--- src/verilog/sensor_host_defs.svh ---
// register map, field positions and timing constants of the sensor host controller
`ifndef SENSOR_HOST_DEFS_SVH
`define SENSOR_HOST_DEFS_SVH
`define REG_CMD 8'h00
`define REG_STATUS 8'h04
`define REG_RXDATA 8'h08
`define REG_MOT_HI 8'h0c
`define REG_MOT_LO 8'h10
`define CMD_OP_LSB 0
`define CMD_ADDR_LSB 8
`define CMD_DATA_LSB 16
`define STAT_BUSY_BIT 0
`define STAT_BURST_BIT 1
`define STAT_FWCNT_LSB 16
`define DEV_FW_ENABLE_ADDR 7'h14
`define DEV_FW_LOAD_ADDR 7'h60
`define FW_IMAGE_BYTES 11'h7c2
`define MOTION_BYTES 3'h7
`define CLK_PERIOD_NS 10
`define T_SCLK_HALF_NS 80
`define T_ADDR_DLY_NS 50000
`define T_MOT_DLY_NS 75000
`define T_LOAD_NS 10000
`define T_BEXIT_NS 500
`define T_TXN_NS 50000
`define T_RESET_NS 10000
`define T_RESYNC_NS 1000000
`define CYC_UP(ns) (((ns) + `CLK_PERIOD_NS - 1) / `CLK_PERIOD_NS)
`endif

--- src/verilog/sensor_host_pkg.sv ---
// types of the sensor host controller
package sensor_host_pkg;
  typedef enum logic [2:0] {
    OP_READ = 3'h0, OP_WRITE = 3'h1, OP_MOTION = 3'h2, OP_FW_BYTE = 3'h3,
    OP_PIX_BYTE = 3'h4, OP_END = 3'h5, OP_HWRST = 3'h6, OP_RESYNC = 3'h7
  } op_e;
  typedef enum logic [2:0] {ST_IDLE, ST_SETUP, ST_SHIFT, ST_GAP, ST_EXIT, ST_RSTP} state_e;
  typedef struct packed {
    state_e st;
    op_e op;
    logic [23:0] tmr;
    logic [2:0] bit_i;
    logic [2:0] byte_i;
    logic [2:0] nbytes;
    logic [7:0] sh;
    logic [7:0] rx;
    logic [7:0] wdata;
    logic [55:0] motion;
    logic [10:0] fw_cnt;
    logic addr_ph;
    logic half;
    logic burst_on;
    logic miso_a;
    logic miso_b;
    logic sclk;
    logic mosi;
    logic cs_n;
    logic rst;
    logic awready;
    logic wready;
    logic bvalid;
    logic arready;
    logic rvalid;
    logic [1:0] bresp;
    logic [1:0] rresp;
    logic [7:0] awaddr;
    logic [3:0] wst;
    logic [31:0] wd;
    logic [31:0] rdata;
  } ctl_s;
endpackage

--- src/verilog/sensor_host.sv ---
// host controller driving the optical sensor serial port, commanded over axi4-lite
//
// Summary of operation
// - after motion address, wait delay, then clock all bytes without gaps.
// - end motion burst by holding chip select high; nothing else runs meanwhile.
// - firmware start: reset pulse, enable writes to 0x14, then burst to 0x60; the first OP_FW_BYTE sends the 0x60 burst address, then its data byte.
// - firmware bytes follow at normal clock rate with load interval between them.
// - end download with chip select high for burst exit time.
// - pixel burst: one normal read, then further bytes each at least load interval.
// - raising chip select aborts a pixel burst at any time.
// - chip select high for 1 ms resynchronises the serial port.
// - chip select rising mid-transfer aborts; normal delays still precede next transfer.
// - host pulses the reset pin after every power-up; this controller pulses it only on an OP_HWRST command.
// - address byte: seven address bits, msb one for write, zero for read.
`timescale 1ns/1ps
`include "sensor_host_defs.svh"
module sensor_host
  import sensor_host_pkg::*;
#(
  parameter int unsigned HALF_CYC = `CYC_UP(`T_SCLK_HALF_NS),
  parameter int unsigned ADDR_DLY_CYC = `CYC_UP(`T_ADDR_DLY_NS),
  parameter int unsigned MOT_DLY_CYC = `CYC_UP(`T_MOT_DLY_NS),
  parameter int unsigned LOAD_CYC = `CYC_UP(`T_LOAD_NS),
  parameter int unsigned BEXIT_CYC = `CYC_UP(`T_BEXIT_NS),
  parameter int unsigned TXN_CYC = `CYC_UP(`T_TXN_NS),
  parameter int unsigned RESET_CYC = `CYC_UP(`T_RESET_NS),
  parameter int unsigned RESYNC_CYC = `CYC_UP(`T_RESYNC_NS)
) (
  input wire logic clock_in,
  input wire logic sys_rst_in,
  input wire logic axi_awvalid_in,
  output logic axi_awready_out,
  input wire logic [7:0] axi_awaddr_in,
  input wire logic axi_wvalid_in,
  output logic axi_wready_out,
  input wire logic [31:0] axi_wdata_in,
  input wire logic [3:0] axi_wstrb_in,
  output logic axi_bvalid_out,
  input wire logic axi_bready_in,
  output logic [1:0] axi_bresp_out,
  input wire logic axi_arvalid_in,
  output logic axi_arready_out,
  input wire logic [7:0] axi_araddr_in,
  output logic axi_rvalid_out,
  input wire logic axi_rready_in,
  output logic [31:0] axi_rdata_out,
  output logic [1:0] axi_rresp_out,
  output logic sclk_out,
  output logic mosi_out,
  input wire logic miso_in,
  output logic chip_select_n_out,
  output logic sensor_reset_out
);
  if (HALF_CYC < 4 || RESET_CYC < 4 || ADDR_DLY_CYC < 1 || MOT_DLY_CYC < 1 || LOAD_CYC < 1 ||
      BEXIT_CYC < 1 || TXN_CYC < 1 || RESYNC_CYC < 1 || RESYNC_CYC >= 2**24 ||
      TXN_CYC >= 2**24 || ADDR_DLY_CYC >= 2**24 || MOT_DLY_CYC >= 2**24) begin : g_bad_param
    $error("sensor_host: timing parameter out of range");
  end

  localparam logic [23:0] T_HALF = 24'(HALF_CYC - 1);
  localparam logic [23:0] T_ADDR = 24'(ADDR_DLY_CYC - 1);
  localparam logic [23:0] T_MOT = 24'(MOT_DLY_CYC - 1);
  localparam logic [23:0] T_LOAD = 24'(LOAD_CYC - 1);
  localparam logic [23:0] T_BEXIT = 24'(BEXIT_CYC - 1);
  localparam logic [23:0] T_TXN = 24'(TXN_CYC - 1);
  localparam logic [23:0] T_RESET = 24'(RESET_CYC - 1);
  localparam logic [23:0] T_RESYNC = 24'(RESYNC_CYC - 1);
  localparam logic [1:0] RESP_OK = 2'h0;
  localparam logic [1:0] RESP_SLVERR = 2'h2;

  ctl_s q;
  ctl_s next_q;

  function automatic logic op_legal(input op_e op, input ctl_s s);
    unique case (op)
      OP_FW_BYTE: op_legal = s.fw_cnt < `FW_IMAGE_BYTES && (!s.burst_on || s.op == OP_FW_BYTE);
      OP_PIX_BYTE: op_legal = !s.burst_on || s.op == OP_PIX_BYTE;
      OP_END, OP_HWRST, OP_RESYNC: op_legal = 1'b1;
      default: op_legal = !s.burst_on;
    endcase
  endfunction

  function automatic logic [32:0] rd_word(input logic [7:0] a, input ctl_s s);
    logic [31:0] st;
    st = '0;
    st[`STAT_BUSY_BIT] = s.st != ST_IDLE;
    st[`STAT_BURST_BIT] = s.burst_on;
    st[`STAT_FWCNT_LSB +: 11] = s.fw_cnt;
    unique case (a)
      `REG_STATUS: rd_word = {1'b1, st};
      `REG_RXDATA: rd_word = {1'b1, 24'h0, s.rx};
      `REG_MOT_HI: rd_word = {1'b1, s.motion[55:24]};
      `REG_MOT_LO: rd_word = {1'b1, 8'h0, s.motion[23:0]};
      default: rd_word = 33'h0;
    endcase
  endfunction

  always_comb begin
    logic [7:0] sh_new;
    logic go;
    logic setup;
    logic [32:0] rw;
    op_e cop;
    sh_new = {q.sh[6:0], q.miso_b};
    go = 1'b0;
    setup = 1'b0;
    rw = rd_word(axi_araddr_in, q);
    cop = op_e'(q.wd[`CMD_OP_LSB +: 3]);
    next_q = q;
    next_q.miso_a = miso_in;
    next_q.miso_b = q.miso_a;
    unique case (q.st)
      ST_IDLE: begin
      end
      ST_SETUP: begin
        if (q.tmr == 24'h0) begin
          go = 1'b1;
        end else begin
          next_q.tmr = q.tmr - 24'h1;
        end
      end
      ST_SHIFT: begin
        if (q.tmr != 24'h0) begin
          next_q.tmr = q.tmr - 24'h1;
        end else if (!q.half) begin
          next_q.sclk = 1'b1;
          next_q.half = 1'b1;
          next_q.tmr = T_HALF;
        end else begin
          // miso is taken at the end of the high phase, the device holds it until the next fall
          next_q.sh = sh_new;
          next_q.bit_i = q.bit_i + 3'h1;
          if (q.bit_i != 3'h7) begin
            next_q.sclk = 1'b0;
            next_q.mosi = q.sh[6];
            next_q.half = 1'b0;
            next_q.tmr = T_HALF;
          end else if (q.addr_ph) begin
            next_q.addr_ph = 1'b0;
            if (q.op == OP_WRITE || q.op == OP_FW_BYTE) begin
              next_q.sh = q.wdata;
              go = 1'b1;
            end else begin
              next_q.sh = 8'h0;
              next_q.st = ST_GAP;
              next_q.tmr = (q.op == OP_MOTION) ? T_MOT : T_ADDR;
            end
          end else begin
            next_q.rx = sh_new;
            if (q.op == OP_MOTION) begin
              next_q.motion = {q.motion[47:0], sh_new};
            end
            next_q.byte_i = q.byte_i + 3'h1;
            if (q.byte_i + 3'h1 < q.nbytes) begin
              next_q.sh = 8'h0;
              go = 1'b1;
            end else if (q.op == OP_FW_BYTE || q.op == OP_PIX_BYTE) begin
              next_q.st = ST_GAP;
              next_q.tmr = T_LOAD;
            end else begin
              next_q.cs_n = 1'b1;
              next_q.st = ST_EXIT;
              next_q.tmr = (q.op == OP_MOTION) ? T_BEXIT : T_TXN;
            end
          end
        end
      end
      ST_GAP: begin
        if (q.tmr != 24'h0) begin
          next_q.tmr = q.tmr - 24'h1;
        end else if (q.byte_i < q.nbytes) begin
          go = 1'b1;
        end else begin
          next_q.st = ST_IDLE;
        end
      end
      ST_EXIT: begin
        if (q.tmr == 24'h0) begin
          next_q.st = ST_IDLE;
        end else begin
          next_q.tmr = q.tmr - 24'h1;
        end
      end
      ST_RSTP: begin
        if (q.tmr == 24'h0) begin
          next_q.rst = 1'b0;
          next_q.st = ST_EXIT;
          next_q.tmr = T_TXN;
        end else begin
          next_q.tmr = q.tmr - 24'h1;
        end
      end
    endcase
    // write channel: address and data in either order, response after both
    if (axi_awvalid_in && q.awready) begin
      next_q.awready = 1'b0;
      next_q.awaddr = axi_awaddr_in;
    end
    if (axi_wvalid_in && q.wready) begin
      next_q.wready = 1'b0;
      next_q.wd = axi_wdata_in;
      next_q.wst = axi_wstrb_in;
    end
    if (q.bvalid && axi_bready_in) begin
      next_q.bvalid = 1'b0;
      next_q.awready = 1'b1;
      next_q.wready = 1'b1;
    end
    if (!q.awready && !q.wready && !q.bvalid) begin
      next_q.bvalid = 1'b1;
      next_q.bresp = RESP_SLVERR;
      if (q.awaddr == `REG_CMD && q.wst == 4'hf && q.st == ST_IDLE && op_legal(cop, q)) begin
        next_q.bresp = RESP_OK;
        next_q.op = cop;
        next_q.wdata = q.wd[`CMD_DATA_LSB +: 8];
        next_q.byte_i = 3'h0;
        next_q.nbytes = 3'h1;
        next_q.addr_ph = 1'b1;
        next_q.sh = {cop == OP_WRITE, q.wd[`CMD_ADDR_LSB +: 7]};
        setup = 1'b1;
        unique case (cop)
          OP_MOTION: next_q.nbytes = `MOTION_BYTES;
          OP_FW_BYTE: begin
            next_q.fw_cnt = q.fw_cnt + 11'h1;
            next_q.burst_on = 1'b1;
            if (q.burst_on) begin
              next_q.addr_ph = 1'b0;
              next_q.sh = q.wd[`CMD_DATA_LSB +: 8];
              setup = 1'b0;
              go = 1'b1;
            end else begin
              next_q.sh = {1'b1, `DEV_FW_LOAD_ADDR};
            end
          end
          OP_PIX_BYTE: begin
            next_q.burst_on = 1'b1;
            if (q.burst_on) begin
              next_q.addr_ph = 1'b0;
              next_q.sh = 8'h0;
              setup = 1'b0;
              go = 1'b1;
            end
          end
          OP_END, OP_RESYNC: begin
            setup = 1'b0;
            next_q.cs_n = 1'b1;
            next_q.burst_on = 1'b0;
            next_q.st = ST_EXIT;
            next_q.tmr = (cop == OP_END) ? T_BEXIT : T_RESYNC;
          end
          OP_HWRST: begin
            setup = 1'b0;
            next_q.rst = 1'b1;
            next_q.cs_n = 1'b1;
            next_q.burst_on = 1'b0;
            next_q.fw_cnt = 11'h0;
            next_q.st = ST_RSTP;
            next_q.tmr = T_RESET;
          end
          default: begin
          end
        endcase
      end
    end
    if (setup) begin
      next_q.st = ST_SETUP;
      next_q.cs_n = 1'b0;
      next_q.tmr = T_HALF;
    end
    if (go) begin
      next_q.st = ST_SHIFT;
      next_q.sclk = 1'b0;
      next_q.mosi = next_q.sh[7];
      next_q.half = 1'b0;
      next_q.bit_i = 3'h0;
      next_q.tmr = T_HALF;
    end
    // read channel
    if (q.rvalid && axi_rready_in) begin
      next_q.rvalid = 1'b0;
      next_q.arready = 1'b1;
    end
    if (axi_arvalid_in && q.arready) begin
      next_q.arready = 1'b0;
      next_q.rvalid = 1'b1;
      next_q.rdata = rw[31:0];
      next_q.rresp = rw[32] ? RESP_OK : RESP_SLVERR;
    end
  end

  always_ff @(posedge clock_in or posedge sys_rst_in) begin
    if (sys_rst_in) begin
      q <= '0;
      q.sclk <= 1'b1;
      q.cs_n <= 1'b1;
      q.awready <= 1'b1;
      q.wready <= 1'b1;
      q.arready <= 1'b1;
    end else begin
      q <= next_q;
    end
  end

  assign axi_awready_out = q.awready;
  assign axi_wready_out = q.wready;
  assign axi_bvalid_out = q.bvalid;
  assign axi_bresp_out = q.bresp;
  assign axi_arready_out = q.arready;
  assign axi_rvalid_out = q.rvalid;
  assign axi_rdata_out = q.rdata;
  assign axi_rresp_out = q.rresp;
  assign sclk_out = q.sclk;
  assign mosi_out = q.mosi;
  assign chip_select_n_out = q.cs_n;
  assign sensor_reset_out = q.rst;

  // cycles that chip select has been high, saturating
  logic [23:0] cs_hi_cnt;
  localparam int MIN_GAP = (BEXIT_CYC < TXN_CYC) ? BEXIT_CYC : TXN_CYC;
  always_ff @(posedge clock_in or posedge sys_rst_in) begin
    if (sys_rst_in) begin
      cs_hi_cnt <= '1;
    end else if (!q.cs_n) begin
      cs_hi_cnt <= 24'h0;
    end else if (cs_hi_cnt != '1) begin
      cs_hi_cnt <= cs_hi_cnt + 24'h1;
    end
  end
endmodule

--- config.mk ---
export PLATFORM = sky130hd
export DESIGN_NAME = sensor_host
export DESIGN_NICKNAME = d
export VERILOG_FILES = /design/src/verilog/sensor_host_pkg.sv /design/src/verilog/sensor_host.sv
export VERILOG_INCLUDE_DIRS = /design/src /design/src/verilog
export SDC_FILE = /design/constraint.sdc
export NUM_CORES = 1
export LEC_CHECK = 0
export ABC_AREA = 1
export BUFFER_PORTS_ARGS = -buffer_cell sky130_fd_sc_hd__buf_2
export CAP_MARGIN = 0
export CORE_MARGIN = 1.5
export CORE_UTILIZATION = 64
export DETAILED_ROUTE_END_ITERATION = 10
export PLACE_DENSITY = 0.95
export RECOVER_POWER = 50
export SLEW_MARGIN = 40
export SYNTH_ARGS = -nofsm -noshare
export SYNTH_HDL_FRONTEND = slang
export SYNTH_SLANG_ARGS = --single-unit
--- constraint.sdc ---
create_clock -name clock_in -period 9.1 [get_ports clock_in]
set_input_delay 0 -clock clock_in [delete_from_list [all_inputs] [get_ports clock_in]]
set_output_delay 0 -clock clock_in [all_outputs]
set_load 0.01 [all_outputs]
==> impl_metrics.prom <==
# TYPE chip_impl_metric gauge
chip_impl_metric{name="clock_skew",unit="ns"} 0.0265
chip_impl_metric{name="ff2ff_setup_slack",unit="ns"} 5.63
chip_impl_metric{name="clockBufferDepth",unit=""} 3
chip_impl_info{name="critical_path_class",value="primary input to async pin"} 1
chip_impl_metric{name="synthesized_instance_count",unit=""} 1402
chip_impl_info{name="cts-root-buf",value="clkbuf_16"} 1
chip_impl_metric{name="clkTransAtPathRegs",unit="ns"} 0.06
chip_impl_metric{name="power.density_cell_area",unit="nW/um^2"} 232
chip_impl_metric{name="synth_top_area_share",unit="%"} 45.8
chip_impl_metric{name="coreArea",unit="sq um"} 16700
chip_impl_metric{name="setup_viol",unit=""} 0
chip_impl_info{name="netlist_top_cells_area",value="dfrtp_1 (46%), nand2_1 (12%), inv_1 (5.7%), nor2_1 (4.8%), o21ai_0 (3.7%)"} 1
chip_impl_metric{name="area_growth",unit="%"} 12.4
chip_impl_metric{name="critPathMaxFanout",unit=""} 133
chip_impl_info{name="synth_largest_area_cell",value="dfrtp_1"} 1
chip_impl_metric{name="drive_above_1_share",unit="%"} 11.3
chip_impl_metric{name="cts_made_buffers",unit=""} 22
chip_impl_metric{name="timing.critical_path.slowest_cell_delay",unit="ns"} 3.25
chip_impl_metric{name="post_cts_resize_count",unit=""} 0
chip_impl_metric{name="drt-vias-per-instance",unit=""} 6.07
chip_impl_metric{name="n_antenna_cell",unit=""} 0
chip_impl_metric{name="finalMaxSlewViolations",unit=""} 186
chip_impl_metric{name="worst_pin_slew",unit="ns"} 5.86
chip_impl_info{name="cpMaxStageDelayCell",value="clkinvlp_2"} 1
chip_impl_metric{name="vdd.ir_drop.worst",unit="mV"} 0.183
chip_impl_metric{name="route.vias.total",unit=""} 10400
chip_impl_metric{name="worstSkewPairLatency",unit="ns"} 0.53
chip_impl_info{name="violations",value="capacitance limit, slew limit"} 1
chip_impl_metric{name="remaining_drc_errors",unit=""} 0
chip_impl_metric{name="largest_net_degree_at_the_start_of_global_routing",unit=""} 134
chip_impl_metric{name="post-route-min-period",unit="ns"} 4.44
chip_impl_metric{name="ys_seq_area_share",unit="%"} 47.0
chip_impl_metric{name="gp_congestion",unit=""} 0.979
chip_impl_metric{name="maxCapViolCount",unit=""} 2
chip_impl_info{name="tritoncts",value="done"} 1
chip_impl_metric{name="max-slew-margin-rel",unit="%"} -293
chip_impl_metric{name="finish.net_count",unit=""} 1555
chip_impl_metric{name="floorplan.io_pins",unit=""} 105
chip_impl_metric{name="yosys_warnings",unit=""} 0
chip_impl_metric{name="worstPathRequired",unit="ns"} 8.64
chip_impl_metric{name="final.period_utilization",unit="%"} 48.8
chip_impl_info{name="critPathLaunchType",value="primary input"} 1
chip_impl_metric{name="syn-cell-area",unit="sq um"} 11000
chip_impl_metric{name="fp.dieW",unit="microns"} 134
chip_impl_metric{name="antenna_found_initial",unit=""} 0
chip_impl_info{name="synth_ff_type",value="dfrtp_1"} 1
chip_impl_metric{name="cts.sinks",unit=""} 207
chip_impl_metric{name="grt_first_pass_wirelength",unit="microns"} 49700
chip_impl_metric{name="cts-htree-levels",unit=""} 1
chip_impl_metric{name="die_height",unit="microns"} 134
chip_impl_metric{name="post-route-util",unit="%"} 74.3
chip_impl_info{name="run_status",value="complete, but fails checks"} 1
chip_impl_metric{name="synth_edf_count",unit=""} 0
chip_impl_metric{name="grt_util_all_layers",unit="%"} 35.0
chip_impl_info{name="worstHoldPathType",value="primary input to register"} 1
chip_impl_metric{name="totalNegativeSetupSlack",unit="ns"} 0
chip_impl_metric{name="wire_per_inst",unit="microns"} 18.3
chip_impl_metric{name="drt_pre_antenna_iters",unit=""} 6
chip_impl_metric{name="report.final.hold_viol_count",unit=""} 0
chip_impl_metric{name="post-dp-hpwl",unit="microns"} 19400
chip_impl_metric{name="maxClockFrequency",unit="GHz"} 0.225
chip_impl_metric{name="overflow",unit=""} 0
chip_impl_metric{name="yosys.cell_types.count",unit=""} 54
chip_impl_metric{name="ys_ff_latch",unit=""} 207
chip_impl_metric{name="routed_wl",unit="microns"} 31400
chip_impl_info{name="synth.top_cells.by_count",value="nand2_1 (352), dfrtp_1 (202), inv_1 (167)"} 1
chip_impl_metric{name="num_rows",unit=""} 47
chip_impl_info{name="crit_path_capture_type",value="async pin"} 1
chip_impl_metric{name="drt_first_iter_violations",unit=""} 1218
chip_impl_metric{name="synth_area_per_cell",unit="sq um"} 7.87
chip_impl_metric{name="start_util",unit="%"} 66.0
chip_impl_metric{name="place.port_buffers",unit=""} 88
chip_impl_info{name="yosysMostFrequentCell",value="nand2_1"} 1
chip_impl_metric{name="synthArstFlopShare",unit="%"} 100
chip_impl_info{name="timing.critical_path.cells",value="dlygate4sd3_1 -> buf_2 -> clkinvlp_2"} 1
chip_impl_info{name="grt_setup_unrepaired",value="false"} 1
chip_impl_metric{name="design.die.area",unit="sq um"} 18000
chip_impl_metric{name="grt_pass1_vias",unit=""} 9856
chip_impl_metric{name="arrival",unit="ns"} 3.98
chip_impl_metric{name="power.leakage",unit="nW"} 5.94
chip_impl_metric{name="detail-route-antenna-nets",unit=""} 0
## stage by stage
step	total power [mW]	hold WS [ns]	worst slack [ns]	std cells	area [sq um]
after floorplan	1.69	0.0314	3.46	1403	11000
after global placement	1.85	0.109	6.26	1641	11300
after detailed placement	1.89	0.115	6.21	1641	11300
after CTS	2.85	0.0218	6.15	1719	12500
after global routing	3.00	0.0968	3.75	1719	12400
final	2.88	0.0576	4.66	1719	12400
## flip-flops by register name, summed over array words and instances (netlist names)
register and cells:
axi_awready_out 1, axi_rdata_out 32, axi_arready_out 1, axi_rvalid_out 1, q 163, axi_bvalid_out 1
mosi_out 1, axi_wready_out 1, axi_rresp_out 1, sensor_reset_out 1, sclk_out 1, axi_bresp_out 1
next_q 1, chip_select_n_out 1
## where the power goes
group          leakage [nW]  total [mW]  internal, mW  switching, mW
logic                  2.82       0.746         0.240          0.507
registers              2.75        1.18          1.05          0.131
clock network         0.373       0.950         0.559          0.390
total                  5.94        2.88          1.85           1.03
## kinds of logic after synthesis
group	count (synthesis)	synth area share (%)
other cells	1	0.0340
simple gates	646	25.5
compound gates	266	13.5
mux	14	1.50
fa+ha+maj	11	1.25
flops	207	47.0
buf+inv	251	10.7
xor+xnor	6	0.476
## critical path: cells and delay by family
kind	cells	cell delay, ns
buf+inv	3	3.90
## final cells by class
type	count	area [sq um]
repair buffers	132	822
well taps	220	275
clock inverters	12	169
clock buffers	27	599
inverters	176	667
flip-flops and latches	207	5190
multi-input cells	945	4680
fillers	1158	4300
## final timing paths
kind,cells after the start,start,endpoint
max in group clock_in,5,axi_arready_out,axi_rdata_out[27]
hold / removal,5,axi_araddr_in[2],axi_rdata_out[25]
min in group asynchronous,3,sys_rst_in,q[121]
setup reg to reg,5,axi_arready_out,axi_rdata_out[27]
hold reg to reg,0,next_q[89],q[89]
setup / recovery,3,sys_rst_in,q[196]
## timing repair
| item | in CTS | in global routing |
|---|---|---|
| hold endpoints to repair | 166 | 0 |
| setup buffers | 0 | 0 |
| hold buffers | 39 | 0 |
## layer usage
layer  wire [microns]  global-route usage [%]
met1            11900                    44.3
met2            15000                    58.7
met3             3070                    6.54
met4             1480                    16.1
met5                0                       0
## cells in the final DEF, fill, tap and decap left out, types with 5 or more instances in the layout
cell type / n
a31oi_1: 6
nand2_1: 350
clkbuf_1: 43
dlygate4sd3_1: 39
nand3_1: 67
o211ai_1: 7
dfstp_1: 5
o21ai_1: 49
nor2_2: 12
mux2_2: 12
buf_2: 48
o21ai_0: 82
xor2_1: 5
nor2_4: 9
nand4_1: 17
ha_1: 11
clkbuf_16: 22
nor2_1: 141
a21oi_1: 65
clkinv_2: 5
a21oi_2: 8
dfrtp_1: 202
nand2_2: 11
inv_1: 166
o22ai_1: 29
nor3_1: 19
inv_2: 6
Power figures use the tool's default switching activity.
